==> config.mk <==
export PLATFORM = sky130hd
export DESIGN_NAME = bus_fault_status
export DESIGN_NICKNAME = d
export VERILOG_FILES = /design/src/fault_status_pkg.sv /design/src/bus_fault_status.sv /design/src/sticky_flags.sv
export SDC_FILE = /design/constraint.sdc
export NUM_CORES = 1
export LEC_CHECK = 0
export BUFFER_PORTS_ARGS = -buffer_cell sky130_fd_sc_hd__clkbuf_2
export CAP_MARGIN = 20
export CORE_MARGIN = 8
export CORE_UTILIZATION = 50
export DETAILED_ROUTE_END_ITERATION = 10
export GPL_ROUTABILITY_DRIVEN = 0
export GPL_TIMING_DRIVEN = 0
export PLACE_DENSITY_LB_ADDON = 0.2
export SETUP_SLACK_MARGIN = 0.2
export SLEW_MARGIN = 15
export SYNTH_ARGS = -nofsm -noshare
export SYNTH_HDL_FRONTEND = slang
export SYNTH_SLANG_ARGS = --single-unit
==> constraint.sdc <==
create_clock -name pclk -period 4.05 [get_ports pclk]
set_input_delay 0.81 -clock pclk [delete_from_list [all_inputs] [get_ports pclk]]
set_output_delay 0.81 -clock pclk [all_outputs]
set_load 0.01 [all_outputs]
==> src/fault_status_pkg.sv <==
/*
 * Shared constants and carrier types for the bus fault status unit.
 * Assumes a single pclk domain and a 32-bit APB register bus.
 */
package fault_status_pkg;

    // ------------------------------------------------------------
    // Register map (byte addresses)
    // ------------------------------------------------------------
    localparam logic [11:0] STATUS_ADDR = 12'h000;
    localparam logic [11:0] MASK_ADDR = 12'h004;
    localparam logic [11:0] ADDRESS_ADDR = 12'h008;
    localparam logic [11:0] PRIORITY_ADDR = 12'h00c;

    // ------------------------------------------------------------
    // Flag layout: the four flags sit in status bits 12 down to 9
    // ------------------------------------------------------------
    localparam int FLAG_COUNT = 4;
    localparam int FLAG_LSB = 9;
    localparam int FLAG_PRECISE = 0;
    localparam int FLAG_IMPRECISE = 1;
    localparam int FLAG_UNSTACK = 2;
    localparam int FLAG_STACK = 3;

    // ------------------------------------------------------------
    // Reset values
    // ------------------------------------------------------------
    localparam logic [3:0] FLAGS_RESET = 4'h0;
    localparam logic [3:0] MASK_RESET = 4'h0;
    localparam logic [7:0] PRIORITY_RESET = 8'h00;
    localparam logic [31:0] ADDRESS_RESET = 32'h00000000;
    localparam logic [31:0] READ_ZERO = 32'h00000000;

    // Fault events reported by the exception and bus logic, one-cycle pulses.
    typedef struct packed {
        logic stack_entry_fault;
        logic unstack_return_fault;
        logic imprecise_error;
        logic precise_error;
        logic [31:0] precise_address;
    } fault_events_s;

    // Actions handed back to the exception sequencer.
    typedef struct packed {
        logic stack_pointer_adjust;
        logic chain_to_handler;
        logic context_save;
        logic imprecise_activate;
    } fault_actions_s;

    // State of the sticky flag bank.
    typedef struct packed {
        logic [3:0] flags;
    } flag_state_s;

    // State of the top-level unit.
    typedef struct packed {
        logic [3:0] mask;
        logic [7:0] bus_fault_priority;
        logic [31:0] bus_fault_address;
        logic imprecise_pending;
        logic [31:0] prdata;
        logic pready;
        logic pslverr;
        logic irq;
        fault_actions_s actions;
    } unit_state_s;

endpackage : fault_status_pkg

==> src/bus_fault_status.sv <==
/*
 * Bus fault status unit: sticky stacking, unstacking, imprecise and
 * precise data bus error flags, the fault address capture, imprecise
 * fault pending and activation, and an APB register slave with an
 * interrupt built from the flags and a mask.
 * Assumes fault event pulses come from logic on pclk, and that the
 * APB master follows the usual setup and access phases.
 */
// Our own choices: the placing of the registers and register access over APB.
`timescale 1ns/10ps

// Operation
// RQ1: Set stacking flag when exception-entry stacking hits one or more bus faults.
// RQ2: On stacking fault still adjust stack pointer, never load fault address.
// RQ3: Set unstacking flag when return unstacking hits one or more bus faults.
// RQ4: Unstacking fault chains to handler: no pointer adjust, no save, no address.
// RQ5: Set imprecise flag on unrelated-return data error, never load fault address.
// RQ6: Imprecise fault pends while current priority outranks bus fault priority.
// RQ7: A precise fault before imprecise handler entry leaves both flags set.
// RQ8: Precise flag reads zero until a precise data bus error occurs.
// RQ9: Flags reset to zero; writing one clears, writing zero leaves unchanged.
// RQ10: Flags stay set until cleared; a same-cycle hardware set beats the clear.
module bus_fault_status (
    input wire logic pclk,
    input wire logic presetn,
    input wire logic psel,
    input wire logic penable,
    input wire logic pwrite,
    input wire logic [11:0] paddr,
    input wire logic [31:0] pwdata,
    output logic [31:0] prdata,
    output logic pready,
    output logic pslverr,
    input wire fault_status_pkg::fault_events_s events,
    input wire logic [7:0] current_priority,
    input wire logic imprecise_handler_entry,
    output fault_status_pkg::fault_actions_s actions,
    output logic [3:0] fault_flags,
    output logic [31:0] bus_fault_address,
    output logic irq
);

    fault_status_pkg::unit_state_s s;
    fault_status_pkg::unit_state_s next_s;
    logic [3:0] flags;
    logic [3:0] flag_set;
    logic [3:0] flag_clear;
    logic setup;
    logic access;
    logic wr;
    logic mapped;
    logic [31:0] read_value;

    // ------------------------------------------------------------
    // APB decode
    // ------------------------------------------------------------
    // Registers answer with no wait state: the access phase sees pready.
    assign setup = psel & ~penable;
    assign access = psel & penable & s.pready;
    assign wr = access & pwrite & ~s.pslverr;
    assign mapped = (paddr == fault_status_pkg::STATUS_ADDR) || (paddr == fault_status_pkg::MASK_ADDR) ||
                    (paddr == fault_status_pkg::ADDRESS_ADDR) || (paddr == fault_status_pkg::PRIORITY_ADDR);

    // Read multiplexer; unused bits read as zero.
    always_comb begin
        read_value = fault_status_pkg::READ_ZERO;
        unique case (paddr)
            fault_status_pkg::STATUS_ADDR: begin
                read_value[fault_status_pkg::FLAG_LSB +: fault_status_pkg::FLAG_COUNT] = flags;
            end
            fault_status_pkg::MASK_ADDR: begin
                read_value[fault_status_pkg::FLAG_LSB +: fault_status_pkg::FLAG_COUNT] = s.mask;
            end
            fault_status_pkg::ADDRESS_ADDR: begin
                read_value = s.bus_fault_address;
            end
            fault_status_pkg::PRIORITY_ADDR: begin
                read_value[7:0] = s.bus_fault_priority;
            end
            default: begin
                read_value = fault_status_pkg::READ_ZERO;
            end
        endcase
    end

    // ------------------------------------------------------------
    // Flag set and clear terms
    // ------------------------------------------------------------
    // Each flag is raised by its own fault event and stays sticky.
    always_comb begin
        flag_set = 4'h0;
        flag_set[fault_status_pkg::FLAG_STACK] = events.stack_entry_fault; // RQ1
        flag_set[fault_status_pkg::FLAG_UNSTACK] = events.unstack_return_fault; // RQ3
        flag_set[fault_status_pkg::FLAG_IMPRECISE] = events.imprecise_error; // RQ5
        flag_set[fault_status_pkg::FLAG_PRECISE] = events.precise_error; // RQ8 RQ7
        flag_clear = 4'h0;
        if (wr && paddr == fault_status_pkg::STATUS_ADDR) begin
            flag_clear = pwdata[fault_status_pkg::FLAG_LSB +: fault_status_pkg::FLAG_COUNT]; // RQ9
        end
    end

    sticky_flags flag_bank (
        .pclk(pclk),
        .presetn(presetn),
        .set(flag_set),
        .clear(flag_clear),
        .flags(flags)
    );

    // ------------------------------------------------------------
    // Next-state logic
    // ------------------------------------------------------------
    always_comb begin
        next_s = s;
        // Stacking still moves the stack pointer even when it faults.
        next_s.actions.stack_pointer_adjust = events.stack_entry_fault; // RQ2
        // A failed unstack chains straight to the handler on the old frame.
        next_s.actions.chain_to_handler = events.unstack_return_fault; // RQ4
        next_s.actions.context_save = 1'b0; // RQ4
        // Only a precise error knows its address; the other faults leave it.
        if (events.precise_error) begin
            next_s.bus_fault_address = events.precise_address; // RQ8
        end
        // Pending is set by the event and dropped on handler entry; set wins.
        if (events.imprecise_error) begin
            next_s.imprecise_pending = 1'b1; // RQ6
        end else if (imprecise_handler_entry) begin
            next_s.imprecise_pending = 1'b0;
        end
        // Lower number means higher priority; activation waits for lower.
        next_s.actions.imprecise_activate = next_s.imprecise_pending &&
                                            (current_priority > s.bus_fault_priority); // RQ6
        if (wr && paddr == fault_status_pkg::MASK_ADDR) begin
            next_s.mask = pwdata[fault_status_pkg::FLAG_LSB +: fault_status_pkg::FLAG_COUNT];
        end
        if (wr && paddr == fault_status_pkg::PRIORITY_ADDR) begin
            next_s.bus_fault_priority = pwdata[7:0];
        end
        // Interrupt follows the flags one cycle later, which keeps irq a flop.
        next_s.irq = |(flags & s.mask);
        next_s.pready = setup;
        next_s.pslverr = setup & ~mapped;
        next_s.prdata = (setup && mapped && !pwrite) ? read_value : fault_status_pkg::READ_ZERO;
    end

    // All state is registered together.
    always_ff @(posedge pclk or negedge presetn) begin
        if (!presetn) begin
            s.mask <= fault_status_pkg::MASK_RESET;
            s.bus_fault_priority <= fault_status_pkg::PRIORITY_RESET;
            s.bus_fault_address <= fault_status_pkg::ADDRESS_RESET;
            s.imprecise_pending <= 1'b0;
            s.prdata <= fault_status_pkg::READ_ZERO;
            s.pready <= 1'b0;
            s.pslverr <= 1'b0;
            s.irq <= 1'b0;
            s.actions <= '0;
        end else begin
            s <= next_s;
        end
    end

    // ------------------------------------------------------------
    // Outputs
    // ------------------------------------------------------------
    assign prdata = s.prdata;
    assign pready = s.pready;
    assign pslverr = s.pslverr;
    assign actions = s.actions;
    assign fault_flags = flags;
    assign bus_fault_address = s.bus_fault_address;
    assign irq = s.irq;
endmodule : bus_fault_status

==> src/sticky_flags.sv <==
/*
 * Bank of sticky flags: hardware sets, software clears by writing one.
 * Assumes set and clear come from logic on the same clock.
 */
`timescale 1ns/10ps
module sticky_flags (
    input wire logic pclk,
    input wire logic presetn,
    input wire logic [3:0] set,
    input wire logic [3:0] clear,
    output logic [3:0] flags
);

    fault_status_pkg::flag_state_s s;
    fault_status_pkg::flag_state_s next_s;

    // ------------------------------------------------------------
    // Flag update
    // ------------------------------------------------------------
    // The set term is ORed last so an event landing on a clear is kept.
    always_comb begin
        next_s = s;
        next_s.flags = (s.flags & ~clear) | set; // RQ9 RQ10
    end

    // Flags start clear out of reset.
    always_ff @(posedge pclk or negedge presetn) begin
        if (!presetn) begin
            s.flags <= fault_status_pkg::FLAGS_RESET; // RQ9
        end else begin
            s <= next_s;
        end
    end

    assign flags = s.flags;
endmodule : sticky_flags
# [Word level (Yosys, flattened, before mapping)]
# Index checks and enable logic that the tools add are counted.
[totals] mem_count=0 latchBits=0 word_cells=49 out_inout_bits=75 ram_bits=0 register_bits=87 in_bits=94 rom_bits=0
[op_classes] div=0 n_shift=0 n_eq_ne=3 n_mul=0 add_sub_neg=0 muxes=8 reduce_logical=12 order_cmp=1 bitwise_logic=13
[ops] operator="$mux W32" n=1
[ops] operator="$eq A12 B4 Y1 const B" n=2
[ops] operator="$mux W19" n=1
[ops] operator="$pmux W8 S2" n=1
[ops] operator="$eq A12 B3 Y1 const B" n=1
[ops] operator="$logic_not A12 Y1" n=1
[ops] operator="$pmux W4 S3" n=1
[ops] operator="$and A4 B4 Y4" n=2
[ops] operator="$gt A8 B8 Y1" n=1
[ops] operator="$and A1 B1 Y1" n=6
[ops] operator="$logic_and A1 B1 Y1" n=6
[ops] operator="$mux W4" n=1
[ops] operator="$not A4 Y4" n=1
[ops] operator="$or A4 B4 Y4" n=1
[ops] operator="$reduce_or A4 Y1" n=1
[ops] operator="$logic_or A1 B1 Y1" n=3
[ops] operator="$mux W1" n=3
[ops] operator="$not A1 Y1" n=3
[ops] operator="$logic_not A1 Y1" n=1

# [Logic depth before layout (Yosys ltp)]
# Gate-level depths: netlist of the first run.
[logic_depth] ltp_word=9 mapped_depth=6 ltp_nobuf=6

# [Modules after synthesis]
# Synthesis of the first run repeated with hierarchy kept, for this count alone.
[unflattened] cells_unflattened=328 hier_area_um2=4043.9
[modules_own_cells] module="bus_fault_status" n_inst=1 cells_each=316 seq_area_each_um2=2077.0 area_per_inst_um2=3898.7
[modules_own_cells] module="sticky_flags" n_inst=1 cells_each=12 seq_area_each_um2=100.1 area_per_inst_um2=145.1

# [Worst setup path before layout of the first run]
# No wires, ideal clock.
[synth_timing] path_type="input to register" from="in paddr[1]" to="reg s[72] (netlist name)" path_buffers=1 setup_ns=0.125 setup_slack_ns=1.431 required_time_ns=3.925 cell_stages=5 arrival_time_ns=2.494 cell_sequence="or4_1 -> nor4_2 -> and3_1 -> buf_2 -> mux2_2"
[synth_between] elab_chain_len=2
[synth_lines] item="from (decl)" line_no="bus_fault_status.sv:29" source="input wire logic [11:0] paddr,"
[synth_lines] item="$eq A12 B4 Y1" line_no="bus_fault_status.sv:136" source="if (wr && paddr == fault_status_pkg::PRIORITY_ADDR) begin"
[synth_lines] item="$logic_and A1 B1 Y1" line_no="bus_fault_status.sv:136"
[synth_lines] item="to (signal assigned)" line_no="bus_fault_status.sv:159" source="s <= next_s;"
[synth_lines] item="to (decl)" line_no="bus_fault_status.sv:43" source="fault_status_pkg::unit_state_s s;"
# Every way passes these cells.
# A chain may end at the register's enable or synchronous reset.

# [Worst setup path after layout of the first run]
[layout_timing] from="in paddr[1]" to="reg s[77] (netlist name)"
# The elaborated chain is that of the path after synthesis.

==> results.txt, run 1 <==
Summed over all failing endpoints, the final setup total negative slack is 0 ps. For this run, the number of Yosys warnings is 0. The gate count after technology mapping came out at ~320. Yosys mapped a number of flops with a built-in enable equal to 0. After detailed routing, the number of vias per cell comes to between 4 and 5. The capturing element type of the critical path is a register. The DRC violation count after routing came out at 0.

The detailed-route via count came out at ~2700. The required time of the critical path is 4280 ps. Detailed placement finished with a half-perimeter wire length of 6700 microns. The data arrival at the endpoint of the critical path came out at 2860 ps. In this run the number of H-tree levels came out at 3. The area fraction in compound gates after synthesis is 0.0324.

The clock period minus worst slack is 2620 ps. In this run the tightest slew margin relative to its limit is 0.498. The layout cell share with drive strength beyond 1 is 0.588.

In this run, post-CTS hold repair placed 0 buffers. The total setup violations reported at the end of the flow is 0. The total global-route track usage is 0.154. The vertical extent of the die came out at approximately 110 microns. met2 is the most crowded layer. The register clock-pin slew on the reported worst setup and hold paths is around 90 ps.

TritonCTS built the clock tree. The initial utilization of the core area, before any placement, comes to 0.515. In the finished design, the share of the clock period the worst path needs comes to 0.648. The highest attainable clock frequency came out at 381 MHz. The initial antenna violation count is 0. The buffer count from post-CTS setup fixing came out at 0. The area added between synthesis and finish is 27.3%. The number of nets with antenna violations after detailed routing came out at 0. The mux cell area share after synthesis is 0.155.

The total clock buffers created by CTS is 9. The slew at the pin closest to its max-slew limit is around 750 ps. Yosys mapped the design onto 34 distinct sky130hd cell types. The buffer depth of the longest clock path came out at 2. The placement row count came out at 32.

The mean instance size in the synthesized netlist is between 10 and 15 sq um. The total power after layout came out at around 1.8 mW. STA classifies the critical path startpoint as an input pin.

Counting flops and latches in the post-synthesis netlist gives 87. The boundary pin count came out at around 170. By startpoint and endpoint, the worst setup path is classified as in -> reg. For this block, the initial DRC count from the detailed router was 44.

The count of antenna diodes in the layout came out at 0. The register area share after synthesis came out at 0.547. The die boundary width is 105 microns. The min-delay analysis places its worst path in the category in -> async. The tool flagged a number of max-cap violations equal to 0.

The area of the die is between 10000 and 15000 sq um. The minimum setup slack after placement is 1060 ps. Dividing total power by cell area gives a power density of 351 nW/um^2.

The mapped netlist covers ~4000 sq um. The detailed-route wire length per cell is between 10 and 15 microns. The predominant post-synthesis flop cell is sky130_fd_sc_hd__dfrtp_1. The final-report hold violation count came out at 0.

The run finished with clean final reports. For met1 alone, demand over resource in global routing was 0.178. The layout filler cell count is 632. The buffer cell driving the clock tree root is sky130_fd_sc_hd__clkbuf_8. Of the total synthesized cell area, the portion taken by AND, OR, NAND and NOR gates is 0.0880. The number of max-slew violations in the final report is 0. The maximum resistive drop on vdd came out at approximately 0.2 mV. The sink count of the clock tree is between 80 and 90. The maximum number of pins on one net before global-route repair came out at 55.

Of all nets on the critical path, the largest fanout is 8. The standby leakage power is 2.73 nW. The insertion delay to the later sink of the worst-skew pair came out at about 350 ps. The xor/xnor share of the synthesized area came out at 0. For this run, global-route usage on met2 was measured as 0.250. The aggregate global routing overflow came out at 0. The fraction of the mapped netlist area in adder cells came out at 0.0251. The final net count came out at 582. The setup clock skew after layout is a little under 9 ps. The core box area came out at 7730 sq um. Port buffering added ~150 buffers.

The number of gates given a new drive strength after cts is 0. The global-route wire length before repair is approximately 14000 microns. The share of synthesized flip-flops with an asynchronous set or reset is 1.00. For this block, the routed nets add up to about 8500 microns of wire. The largest family of logic cells by synthesized area is multiplexers. The number of global-route vias before repair is between 2000 and 3000. The first-pass iteration count of the detailed router came out at 4. The total nets after synthesis came out at approximately 430. Setup repair after global routing left no endpoint under its margin.

The final worst setup slack is 1430 ps. The met3 track demand over resource came out at 0.0670.
[power breakdown]
part           switching [mW]  internal (mW)  leakage (nW)
clock network           0.321          0.293         0.105
logic                   0.101          0.135          1.51
registers              0.0254          0.904          1.11
[sequential cells by signal, summed over array words and instances, names as in the netlist]
register	count
bus_fault_address	32
irq	1
s	13
flag_bank.flags	4
pready	1
actions	3
prdata	32
pslverr	1
[logic make-up (layout without fill, tap and decap cells)]
kind of cell / Yosys count / count (layout)
compound gates: 20 / 20
fa+ha+maj: 8 / 8
buf+inv: 90 / 252
flops: 87 / 87
mux: 56 / 56
other cells: 1 / 1
simple gates: 61 / 61
[synthesized netlist by cell type (3+ instances only)]
master,instances,area (sq um)
sky130_fd_sc_hd__inv_1,10,37.5
sky130_fd_sc_hd__mux2_2,44,495
sky130_fd_sc_hd__buf_4,68,510
sky130_fd_sc_hd__nand3_1,4,20.0
sky130_fd_sc_hd__nor2_1,19,71.3
sky130_fd_sc_hd__and2_1,20,125
sky130_fd_sc_hd__a21oi_1,7,35.0
sky130_fd_sc_hd__ha_1,8,100
sky130_fd_sc_hd__mux2i_1,12,120
sky130_fd_sc_hd__buf_2,3,15.0
sky130_fd_sc_hd__a21o_1,5,37.5
sky130_fd_sc_hd__clkbuf_1,6,22.5
sky130_fd_sc_hd__dfrtp_1,87,2180
[critical path, stage by stage]
cell                       delay (ps)
sky130_fd_sc_hd__clkbuf_2          70
sky130_fd_sc_hd__or4_1            580
sky130_fd_sc_hd__nor4_2           550
sky130_fd_sc_hd__and3_1           250
sky130_fd_sc_hd__buf_2            230
sky130_fd_sc_hd__mux2_2           370
[cells in the final DEF (no fill, tap or decap), types with 2 or more instances in the layout]
cell / n
sky130_fd_sc_hd__clkbuf_2: 146
sky130_fd_sc_hd__dfrtp_1: 87
sky130_fd_sc_hd__buf_4: 68
sky130_fd_sc_hd__mux2_2: 44
sky130_fd_sc_hd__and2_1: 20
sky130_fd_sc_hd__nor2_1: 19
sky130_fd_sc_hd__mux2i_1: 12
sky130_fd_sc_hd__inv_1: 10
sky130_fd_sc_hd__clkbuf_8: 9
sky130_fd_sc_hd__ha_1: 8
sky130_fd_sc_hd__a21oi_1: 7
sky130_fd_sc_hd__clkbuf_1: 6
sky130_fd_sc_hd__a21o_1: 5
sky130_fd_sc_hd__nand3_1: 4
sky130_fd_sc_hd__buf_2: 3
sky130_fd_sc_hd__inv_6: 3
sky130_fd_sc_hd__or4_1: 2
sky130_fd_sc_hd__nor2b_1: 2
sky130_fd_sc_hd__o21ai_0: 2
sky130_fd_sc_hd__nand2_1: 2
sky130_fd_sc_hd__nand4_1: 2
sky130_fd_sc_hd__o211ai_1: 2
sky130_fd_sc_hd__a22oi_1: 2
sky130_fd_sc_hd__and3_1: 2
sky130_fd_sc_hd__clkinv_4: 2
[metrics by stage]
stage	hold WS [ps]	area, sq um	util	cells
global route	453	5070	0.656	587
global placement	483	4840	0.626	570
finish	433	5070	0.656	587
CTS	440	5070	0.656	587
floorplan	445	3980	-	323
detailed placement	493	4870	0.630	571
[area by class of cell]
class,instances,area (sq um),area share
Sequential cell,87,2180,0.430
Multi-Input combinational cell,146,1200,0.236
Timing Repair Buffer,146,756,0.149
Buffer,80,569,0.112
Tap cell,102,128,0.0252
Clock buffer,9,124,0.0244
Clock inverter,7,78.8,0.0156
Inverter,10,37.5,0.00741
[layer usage]
metal / wire [microns] / up-vias
met1: 3550 / 1274
li1: - / 1317
met4: 117 / 0
met3: 765 / 11
met2: 4020 / 95
met5: 0 / -
[final timing paths]
check	start	endpoint	slack (ps)	depth (start not counted)
worst max-delay path	paddr[1]	s[77]	1430	6
worst min-delay path	presetn	prdata[12]	430	1
max in group asynchronous	presetn	bus_fault_address[1]	3000	2
worst max register to register	pslverr	s[77]	2060	5
worst min register to register	s[39]	s[39]	500	1
min in group pclk	s[39]	s[39]	500	1
No activity file was read; power rests on OpenSTA's default activity.
==> run 2, diff against run 1 <==
--- a/config.mk
+++ b/config.mk
@@ -5,10 +5,11 @@
 export SDC_FILE = /design/constraint.sdc
 export NUM_CORES = 1
 export LEC_CHECK = 0
+export ABC_AREA = 1
 export BUFFER_PORTS_ARGS = -buffer_cell sky130_fd_sc_hd__clkbuf_2
 export CAP_MARGIN = 20
 export CORE_MARGIN = 8
-export CORE_UTILIZATION = 50
+export CORE_UTILIZATION = 44
 export DETAILED_ROUTE_END_ITERATION = 10
 export GPL_ROUTABILITY_DRIVEN = 0
 export GPL_TIMING_DRIVEN = 0
==> constraint.sdc (replaced) <==
create_clock -name pclk -period 2.1 [get_ports pclk]
set_input_delay 0.42 -clock pclk [delete_from_list [all_inputs] [get_ports pclk]]
set_output_delay 0.42 -clock pclk [all_outputs]
set_load 0.01 [all_outputs]
==> run 2 against run 1 <==
Against the previous run:
- die area rose by 19%
- clock skew shrank 3.9 ps
- sequential power rose by 92%
- synthesized cell count up 43%
- via count up 25%
- sequential cell count stayed put
- total power up 96%
- setup slack worse by 790 ps
- first-iteration DRC count rose by 140%
- final cell count up 29%
- cell area increased by 7.4%
- clock power up 110%
- largest cell class unchanged
==> results.txt, run 2 <==
The initial antenna violation count came out at 0 (unchanged). The detailed-route wire length per cell is 13.6 microns (was 14.4 microns). The quantity of hold-fixing buffers added after cts is 0 (unchanged).

The buffer count from post-CTS setup fixing came out at 0 (unchanged). Chain of cells forming the critical path: inv_1, ha_1, nand2_1, nor2_1, nand3_1, o21ai_0, a21oi_1 (was clkbuf_2, or4_1, nor4_2, and3_1, buf_2, mux2_2). The highest attainable clock frequency is between 600 and 700 MHz. The wire length on met3 is 810 microns (was 765 microns).

The number of synthesis warnings is 0 (unchanged). The layout cell share with drive strength beyond 1 came to 0.451 (was 0.588). The cell class contributing the biggest share of worst-path delay is flip-flops (was simple AND/OR/NAND/NOR gates). The total clock buffers created by CTS came to 9 (unchanged). The buffer depth of the longest clock path came to 2 (unchanged). The clock period minus worst slack came out at between 1000 and 1500 ps. The slew at the pin closest to its max-slew limit came out at 607 ps (was 753 ps). Outcome: complete, no violations (unchanged). The final standard cell utilization of the core came out at 0.565 (was 0.656). The headroom to the max-slew limit was 0.595 (was 0.498). The final-report hold violation count came out at 0 (unchanged). The count of port buffers added during placement was 146 (was 145). The number of distinct library cells after synthesis came out at 26 (was 34). The core box area came out at 9640 sq um (was 7730 sq um). The cell accounting for the most synthesized area is sky130_fd_sc_hd__dfrtp_1 (unchanged). The largest family of logic cells by synthesized area is simple AND/OR/NAND/NOR gates (was multiplexers). The number of DRC markers after the initial detailed-route iteration came out at 107 (was 44). The number of flops mapped to enable cells by yosys came to 0 (unchanged). The highest metal layer used by the detailed router is met4 (unchanged).

The total nets after synthesis is 563 (was 425). The area fraction in compound gates after synthesis came out at 0.0546 (was 0.0324). The maximum fanout count along the critical path is 3 (was 8). The total power per unit cell area is 641 nW/um^2 (was 351 nW/um^2). The gate count after technology mapping came out at 461 (was 323).

The vertical extent of the die is 115 microns (was 105 microns). The via density per instance was 4.48 (was 4.59). The insertion delay to the later sink of the worst-skew pair is 350 ps (about the same). The sink count of the clock tree came out at 87 (unchanged). The global-route wire length before repair is 16700 microns (was 13900 microns). The placement row count is 36 (was 32).

The most frequent standard cell in the layout excluding fill and tap cells is sky130_fd_sc_hd__clkbuf_2 (unchanged). The share of synthesized flip-flops with an asynchronous set or reset was 1.00 (unchanged). The count of antenna diodes in the layout is 0 (unchanged). The initial core utilization came out at 0.447 (was 0.515). The die boundary width is 115 microns (was 105 microns).

The number of buffers and inverters on the critical path came to 1 (was 2). The type of the worst min-delay path is in -> async (unchanged). The simple logic cell fraction of the synthesized area is 0.230 (was 0.0880). The delay of the slowest cell on the worst path is 400 ps (was 580 ps). The setup clock skew after layout is 4.91 ps (was 8.81 ps). The standby leakage power is 3.02 nW (was 2.73 nW). The placed wire-length estimate is 8070 microns (was 6700 microns). The share of the synthesized area in the top cell type came out at 0.505 (was 0.547). The most numerous cell in the Yosys netlist is sky130_fd_sc_hd__nand2_1 (was sky130_fd_sc_hd__dfrtp_1). The number of H-tree branching levels was 3 (unchanged). The overall routed net length is 10300 microns (was 8460 microns). The register area share after synthesis is 0.505 (was 0.547). The detailed-route via count came out at 3384 (was 2697). The capturing element type of the critical path was a register (unchanged). The amount of wire on met2 after detailed routing is 4920 microns (was 4020 microns). The fraction of the mapped netlist area in adder cells is 0.0232 (was 0.0251).

The final net count is 721 (was 582). The register clock-pin slew on the reported worst setup and hold paths is 80 ps (was 90 ps). Biggest registers after layout: bus_fault_address (32), prdata (32), s (13) (unchanged). The aggregate global routing overflow came to 0 (unchanged).

The mean instance size in the synthesized netlist was 9.35 sq um (was 12.3 sq um). The max-cap check violation count is 0 (unchanged). The DRC violation count after routing is 0 (unchanged).

The boundary pin count came to 169 (unchanged). The first-pass iteration count of the detailed router is 4 (unchanged). The total setup violations reported at the end of the flow came out at 0 (unchanged).

The total global-route track usage came out at 0.160 (was 0.154). The cell at the slowest stage of the critical path is sky130_fd_sc_hd__dfrtp_1 (was sky130_fd_sc_hd__or4_1). The number of max-slew violations in the final report is 0 (unchanged). The required time of the critical path came out at 2340 ps (was 4280 ps). The number of global-route vias before repair came to 3607 (was 2963). The number of register bits inferred by synthesis is 87 (unchanged). The kind of start point of the critical path was a register (was input pin). The TritonCTS clock tree is done (unchanged). Synth top area cells: sky130_fd_sc_hd__dfrtp_1 51%, sky130_fd_sc_hd__buf_4 12%, sky130_fd_sc_hd__nand2_1 8.8% (was sky130_fd_sc_hd__dfrtp_1 55%, sky130_fd_sc_hd__buf_4 13%, sky130_fd_sc_hd__mux2_2 12%).

The number of nets with antenna violations after detailed routing is 0 (unchanged). The total power after layout came out at 3.49 mW (was 1.78 mW). The area added between synthesis and finish is 26.2% (was 27.3%). The critical path class is reg -> reg (was in -> reg).

Most frequent cells in the layout: 145 x sky130_fd_sc_hd__clkbuf_2, 101 x sky130_fd_sc_hd__nand2_1, 87 x sky130_fd_sc_hd__dfrtp_1 (was 146 x sky130_fd_sc_hd__clkbuf_2, 87 x sky130_fd_sc_hd__dfrtp_1, 68 x sky130_fd_sc_hd__buf_4). The cell area after synthesis was 4310 sq um (was 3980 sq um). The maximum resistive drop on vdd came out at 0.324 mV (was 0.201 mV). The buffer cell driving the clock tree root was sky130_fd_sc_hd__clkbuf_8 (unchanged).

The xor/xnor share of the synthesized area came out at 0 (unchanged). The number of gates given a new drive strength after cts is 0 (unchanged). The maximum number of pins on one net before global-route repair is 45 (was 55).

The mux cell area share after synthesis came out at 0 (was 0.155). The met1 wire length came to 4390 microns (was 3550 microns). The predominant post-synthesis flop cell is sky130_fd_sc_hd__dfrtp_1 (unchanged). The period utilization is 0.697. The area of the die is 13200 sq um (was 11100 sq um). The data arrival at the endpoint of the critical path was 1700 ps (was 2860 ps).

Unrepaired setup endpoints after global routing: false (unchanged). Leading post-synthesis cells by instance count: 101 x sky130_fd_sc_hd__nand2_1, 87 x sky130_fd_sc_hd__dfrtp_1, 70 x sky130_fd_sc_hd__buf_4 (was 87 x sky130_fd_sc_hd__dfrtp_1, 68 x sky130_fd_sc_hd__buf_4, 44 x sky130_fd_sc_hd__mux2_2). The worst slack on hold paths came to 94.4 ps (was 433 ps).

The sum of negative setup slack came out at 0 ps (unchanged).
-- run 2: cell count changes after synthesis, moves of 6 or more --
cell	previous run	this run
sky130_fd_sc_hd__and2_1	20	0
sky130_fd_sc_hd__nor3_2	1	21
sky130_fd_sc_hd__nand2_1	2	101
sky130_fd_sc_hd__mux2_2	44	0
sky130_fd_sc_hd__nand4_1	2	18
sky130_fd_sc_hd__nor2_1	19	8
sky130_fd_sc_hd__mux2i_1	12	0
sky130_fd_sc_hd__nand2_2	0	6
sky130_fd_sc_hd__o21ai_0	2	30
sky130_fd_sc_hd__inv_1	10	49
sky130_fd_sc_hd__nand3_1	4	19
-- run 2: where the power goes --
group,switching [mW],internal [mW],total (mW)
Sequential,0.0424,1.74,1.78
Clock,0.568,0.693,1.26
Combinational,0.241,0.209,0.451
Total,0.851,2.64,3.49
-- run 2: path summary, 6_finish.rpt --
kind | startpoint | end | slack (ps) | depth (start not counted)
setup / recovery | s[79] | actions[0] | 640 | 7
setup reg to reg | s[79] | actions[0] | 640 | 7
hold reg to reg | s[73] | s[73] | 510 | 2
max in group asynchronous | presetn | flag_bank.flags[1] | 1360 | 2
hold / removal | presetn | prdata[17] | 90 | 1
min in group pclk | events[34] | actions[2] | 180 | 1
-- run 2: final cells by class --
cell class,instances,area (sq um)
buffer,84,609
clock buffer,11,141
clock inverter,4,70.1
fill,906,4200
inverter,52,195
multi-input combinational,238,1330
sequential,87,2180
tap,133,166
timing repair buffer,147,753
-- run 2: per-layer routing --
layer	vias to the layer above	global-route usage
met5	-	0
met4	0	0.0736
met3	12	0.0478
met2	106	0.261
met1	1561	0.192
li1	1705	-
-- run 2: kinds of logic after synthesis --
family                     count (synthesis)
DFF                                       87
buffers and inverters                    136
AOI/OAI and AO/OA                         45
and+or+nand+nor                          184
adders and majority gates                  8
other                                      1
-- run 2: stage by stage --
step                      setup WS [ps]  std cells  area, sq um
after floorplan                     791        461         4310
after global placement             -348        740         5210
after detailed placement            476        741         5230
after CTS                           618        756         5440
after global routing                486        756         5440
final                               637        756         5440
==> run 3, diff against run 2 <==
==> constraint.sdc (replaced) <==
create_clock -name pclk -period 1.2 [get_ports pclk]
set_input_delay 0.24 -clock pclk [delete_from_list [all_inputs] [get_ports pclk]]
set_output_delay 0.24 -clock pclk [all_outputs]
set_load 0.01 [all_outputs]
==> run 3 against run 2 <==
Against the previous run:
- the flow now finishes with violations (hold timing, setup timing)
- register-to-register slack got worse by 700 ps
- cell area increased by 23%
- first-iteration DRC count rose by 16%
- via count increased by 8.9%
- global-route usage grew 1.4 points
- critical path depth stayed put
- final cell count rose by 6.0%
- critical path type unchanged
- critical endpoint unchanged
==> results.txt, run 3 (synthesis results as in run 2) <==
The die boundary width is 115 microns (unchanged). Biggest registers after layout: bus_fault_address (32), prdata (32), s (13) (unchanged). The layout filler cell count was 757 (was 906). Most frequent cells in the layout: 138 x sky130_fd_sc_hd__buf_6, 93 x sky130_fd_sc_hd__nand2_1, 87 x sky130_fd_sc_hd__dfrtp_1 (was 145 x sky130_fd_sc_hd__clkbuf_2, 101 x sky130_fd_sc_hd__nand2_1, 87 x sky130_fd_sc_hd__dfrtp_1). The layout cell share with drive strength beyond 1 is 0.525 (was 0.451). The total setup violations reported at the end of the flow came to 40 (was 0). The clock period minus worst slack is 1270 ps (was 1460 ps). The placement row count came out at 36 (unchanged). The total power after layout was 6.11 mW (was 3.49 mW). The count of port buffers added during placement was 146 (unchanged).

The number of max-slew violations in the final report is 0 (unchanged). The cell at the slowest stage of the critical path is sky130_fd_sc_hd__dfrtp_1 (unchanged). The maximum resistive drop on vdd was 0.647 mV (was 0.324 mV). The setup slack on the worst flop-to-flop path is -70 ps (was 640 ps).

The internal power of the cells came out at 4.53 mW (was 2.64 mW). The core box area is 9640 sq um (unchanged). The boundary pin count is 169 (unchanged).

The critical path depth is 7 (unchanged). The standard cell area after detailed placement came out at 5290 sq um (was 5230 sq um). The number of H-tree branching levels came out at 3 (unchanged). The slew at the pin closest to its max-slew limit is 662 ps (was 607 ps). Chain of cells forming the critical path: inv_1, ha_4, nand2_2, nor2_4, nand3_2, o21ai_2, a21oi_1 (was inv_1, ha_1, nand2_1, nor2_1, nand3_1, o21ai_0, a21oi_1). The placed wire-length estimate is 8130 microns (was 8070 microns). The number of cells in the design after placement came out at 741 (unchanged). The delay of the slowest cell on the worst path came to 380 ps (was 400 ps). The initial antenna violation count is 0 (unchanged). The register clock-pin slew on the reported worst setup and hold paths came to 80 ps (about the same). The highest metal layer used by the detailed router is met4 (unchanged). Outcome: finished with violations (was complete, no violations). The number of standard cells in the final layout excluding fillers came out at 801 (was 756).

The first-pass iteration count of the detailed router was 4 (unchanged). The detailed-route via count is 3685 (was 3384). Unrepaired setup endpoints after global routing: true (was false). The logic gate share of total power came out at 0.191 (was 0.129).

The setup clock skew after layout is 8.21 ps (was 4.91 ps). The number of nets with antenna violations after detailed routing came to 0 (unchanged). The sink count of the clock tree was 87 (unchanged). The net switching component of the power came out at 1.58 mW (was 0.851 mW).

The minimum setup slack after placement is -199 ps (was 476 ps). The amount of wire on met2 after detailed routing came out at 6170 microns (was 4920 microns). The total power per unit cell area came out at 917 nW/um^2 (was 641 nW/um^2). The switching power share of the total is 0.259 (was 0.244).

The vertical extent of the die is 115 microns (unchanged). The total clock buffers created by CTS came out at 9 (unchanged). The insertion delay to the later sink of the worst-skew pair is 360 ps (was 350 ps). The count of antenna diodes in the layout is 0 (unchanged). The checks that failed: hold timing, setup timing. The cell count of the worst reg-to-reg path is 7 (unchanged). The via density per instance is 4.60 (was 4.48). The portion of total power attributed to the clock network is 0.298 (was 0.361). The buffer cell driving the clock tree root was sky130_fd_sc_hd__clkbuf_8 (unchanged).

The most frequent standard cell in the layout excluding fill and tap cells is sky130_fd_sc_hd__buf_6 (was sky130_fd_sc_hd__clkbuf_2). The headroom to the max-slew limit came out at 0.559 (was 0.595). The critical path endpoint is actions[0] (unchanged). The final worst setup slack came out at -66.5 ps (was 637 ps).

The buffer depth of the longest clock path is 2 (unchanged). The data arrival at the endpoint of the critical path was 1520 ps (was 1700 ps). The final net count was 767 (was 721). The aggregate global routing overflow is 0 (unchanged). The number of global-route vias before repair is 3770 (was 3607).

The destination of the worst register-to-register timing path is actions[0] (unchanged). The cell class contributing the biggest share of worst-path delay was flip-flops (unchanged). The global-route wire length before repair came out at 18200 microns (was 16700 microns). The standby leakage power came out at 3.44 nW (was 3.02 nW). The type of the worst min-delay path is in -> async (unchanged).

The maximum fanout count along the critical path was 3 (unchanged). The kind of start point of the critical path is a register (unchanged). The met1 wire length came out at 4820 microns (was 4390 microns). The number of buffers and inverters on the critical path is 1 (unchanged). The required time of the critical path is 1450 ps (was 2340 ps). The total global-route track usage is 0.174 (was 0.160). The initial core utilization came out at 0.447 (unchanged). The final-report hold violation count is 45 (was 0). The number of DRC markers after the initial detailed-route iteration is 124 (was 107). The power share of the sequential group came out at 0.510 (about the same). The highest attainable clock frequency is 790 MHz (was 684 MHz). The worst slack on hold paths came out at -78.1 ps (was 94.4 ps). The beginning of the worst register-to-register path is s[76] (was s[79]). The capturing element type of the critical path is a register (unchanged). The quantity of hold-fixing buffers added after cts came to 2 (was 0). The DRC violation count after routing came out at 0 (unchanged). The TritonCTS clock tree was done (unchanged). The area of all placed cells without fillers came to 6670 sq um (was 5440 sq um). The start point of the critical path is s[76] (was s[79]). The max-cap check violation count was 0 (unchanged). The critical path class was reg -> reg (unchanged). The area added between synthesis and finish came to 54.7% (was 26.2%). The wire length on met3 came out at 887 microns (was 810 microns). The detailed-route wire length per cell is 15.0 microns (was 13.6 microns). The overall routed net length came out at 12000 microns (was 10300 microns).

The area of the die is 13200 sq um (unchanged). The period utilization came out at 1.06 (was 0.697). The maximum number of pins on one net before global-route repair came out at 47 (was 45).
==> run 3: changes by cell type in the layout (fill, tap and decap cells not counted), moves of 4 or more <==
| cell | delta |
|---|---|
| sky130_fd_sc_hd__buf_6 | +136 |
| sky130_fd_sc_hd__clkbuf_2 | -72 |
| sky130_fd_sc_hd__buf_4 | -23 |
| sky130_fd_sc_hd__nand2_1 | -8 |
| sky130_fd_sc_hd__o21ai_0 | -8 |
| sky130_fd_sc_hd__ha_1 | -5 |
| sky130_fd_sc_hd__ha_4 | +5 |
| sky130_fd_sc_hd__nand2_2 | +5 |
| sky130_fd_sc_hd__inv_1 | -4 |
| sky130_fd_sc_hd__nor2_1 | -4 |
| sky130_fd_sc_hd__nor2_4 | +4 |
| sky130_fd_sc_hd__o21ai_1 | +4 |
| sky130_fd_sc_hd__o21ai_2 | +4 |
==> run 3: power groups by stage <==
stage          combinational [mW]  clock [mW]  sequential [mW]
2_1_floorplan               0.441           0             3.15
3_3_place_gp                0.792           0             3.16
3_5_place_dp                0.819           0             3.17
4_1_cts                     0.922        1.88             3.10
5_1_grt                      1.28        2.00             3.13
6_report                     1.17        1.82             3.12
==> run 3: through the flow <==
step | TNS (ps) | utilization
3_5_place_dp | -8040 | 0.548
2_1_floorplan | 0 | -
4_1_cts | -2270 | 0.601
3_3_place_gp | -98320 | 0.546
6_report | -787 | 0.692
5_1_grt | -4140 | 0.692
==> run 3: final cells by class <==
cell class / instances / area (sq um) / share of cell area
timing repair buffer: 193 / 1570 / 0.235
buffer: 84 / 872 / 0.131
sequential: 87 / 2180 / 0.327
tap: 133 / 166 / 0.0250
clock buffer: 13 / 159 / 0.0238
multi-input combinational: 238 / 1510 / 0.227
inverter: 52 / 205 / 0.0308
clock inverter: 1 / 5.00 / 0.000751
==> run 3: worst min-delay path by stage <==
stage,start,endpoint,slack (ps),cells past startpoint
2_1_floorplan,presetn,actions[0],-60,0
3_3_place_gp,events[34],actions[2],370,1
3_5_place_dp,presetn,prdata[18],340,1
4_1_cts,presetn,bus_fault_address[13],-50,1
5_1_grt,presetn,prdata[18],-30,1
6_report,presetn,prdata[18],-80,1
==> run 3: per-layer routing <==
metal | vias up | GRT usage
li1 | 1794 | -
met1 | 1755 | 0.212
met2 | 124 | 0.287
met3 | 12 | 0.0504
met4 | 0 | 0.0657
met5 | - | 0
==> run 3: what timing repair did <==
action                     in CTS  in global routing
hold endpoints to repair       47                 41
pin swaps                      13                 18
setup buffers                  29                 14
cloned                          1                  0
gates resized for setup        20                234
setup endpoints to repair      93                123
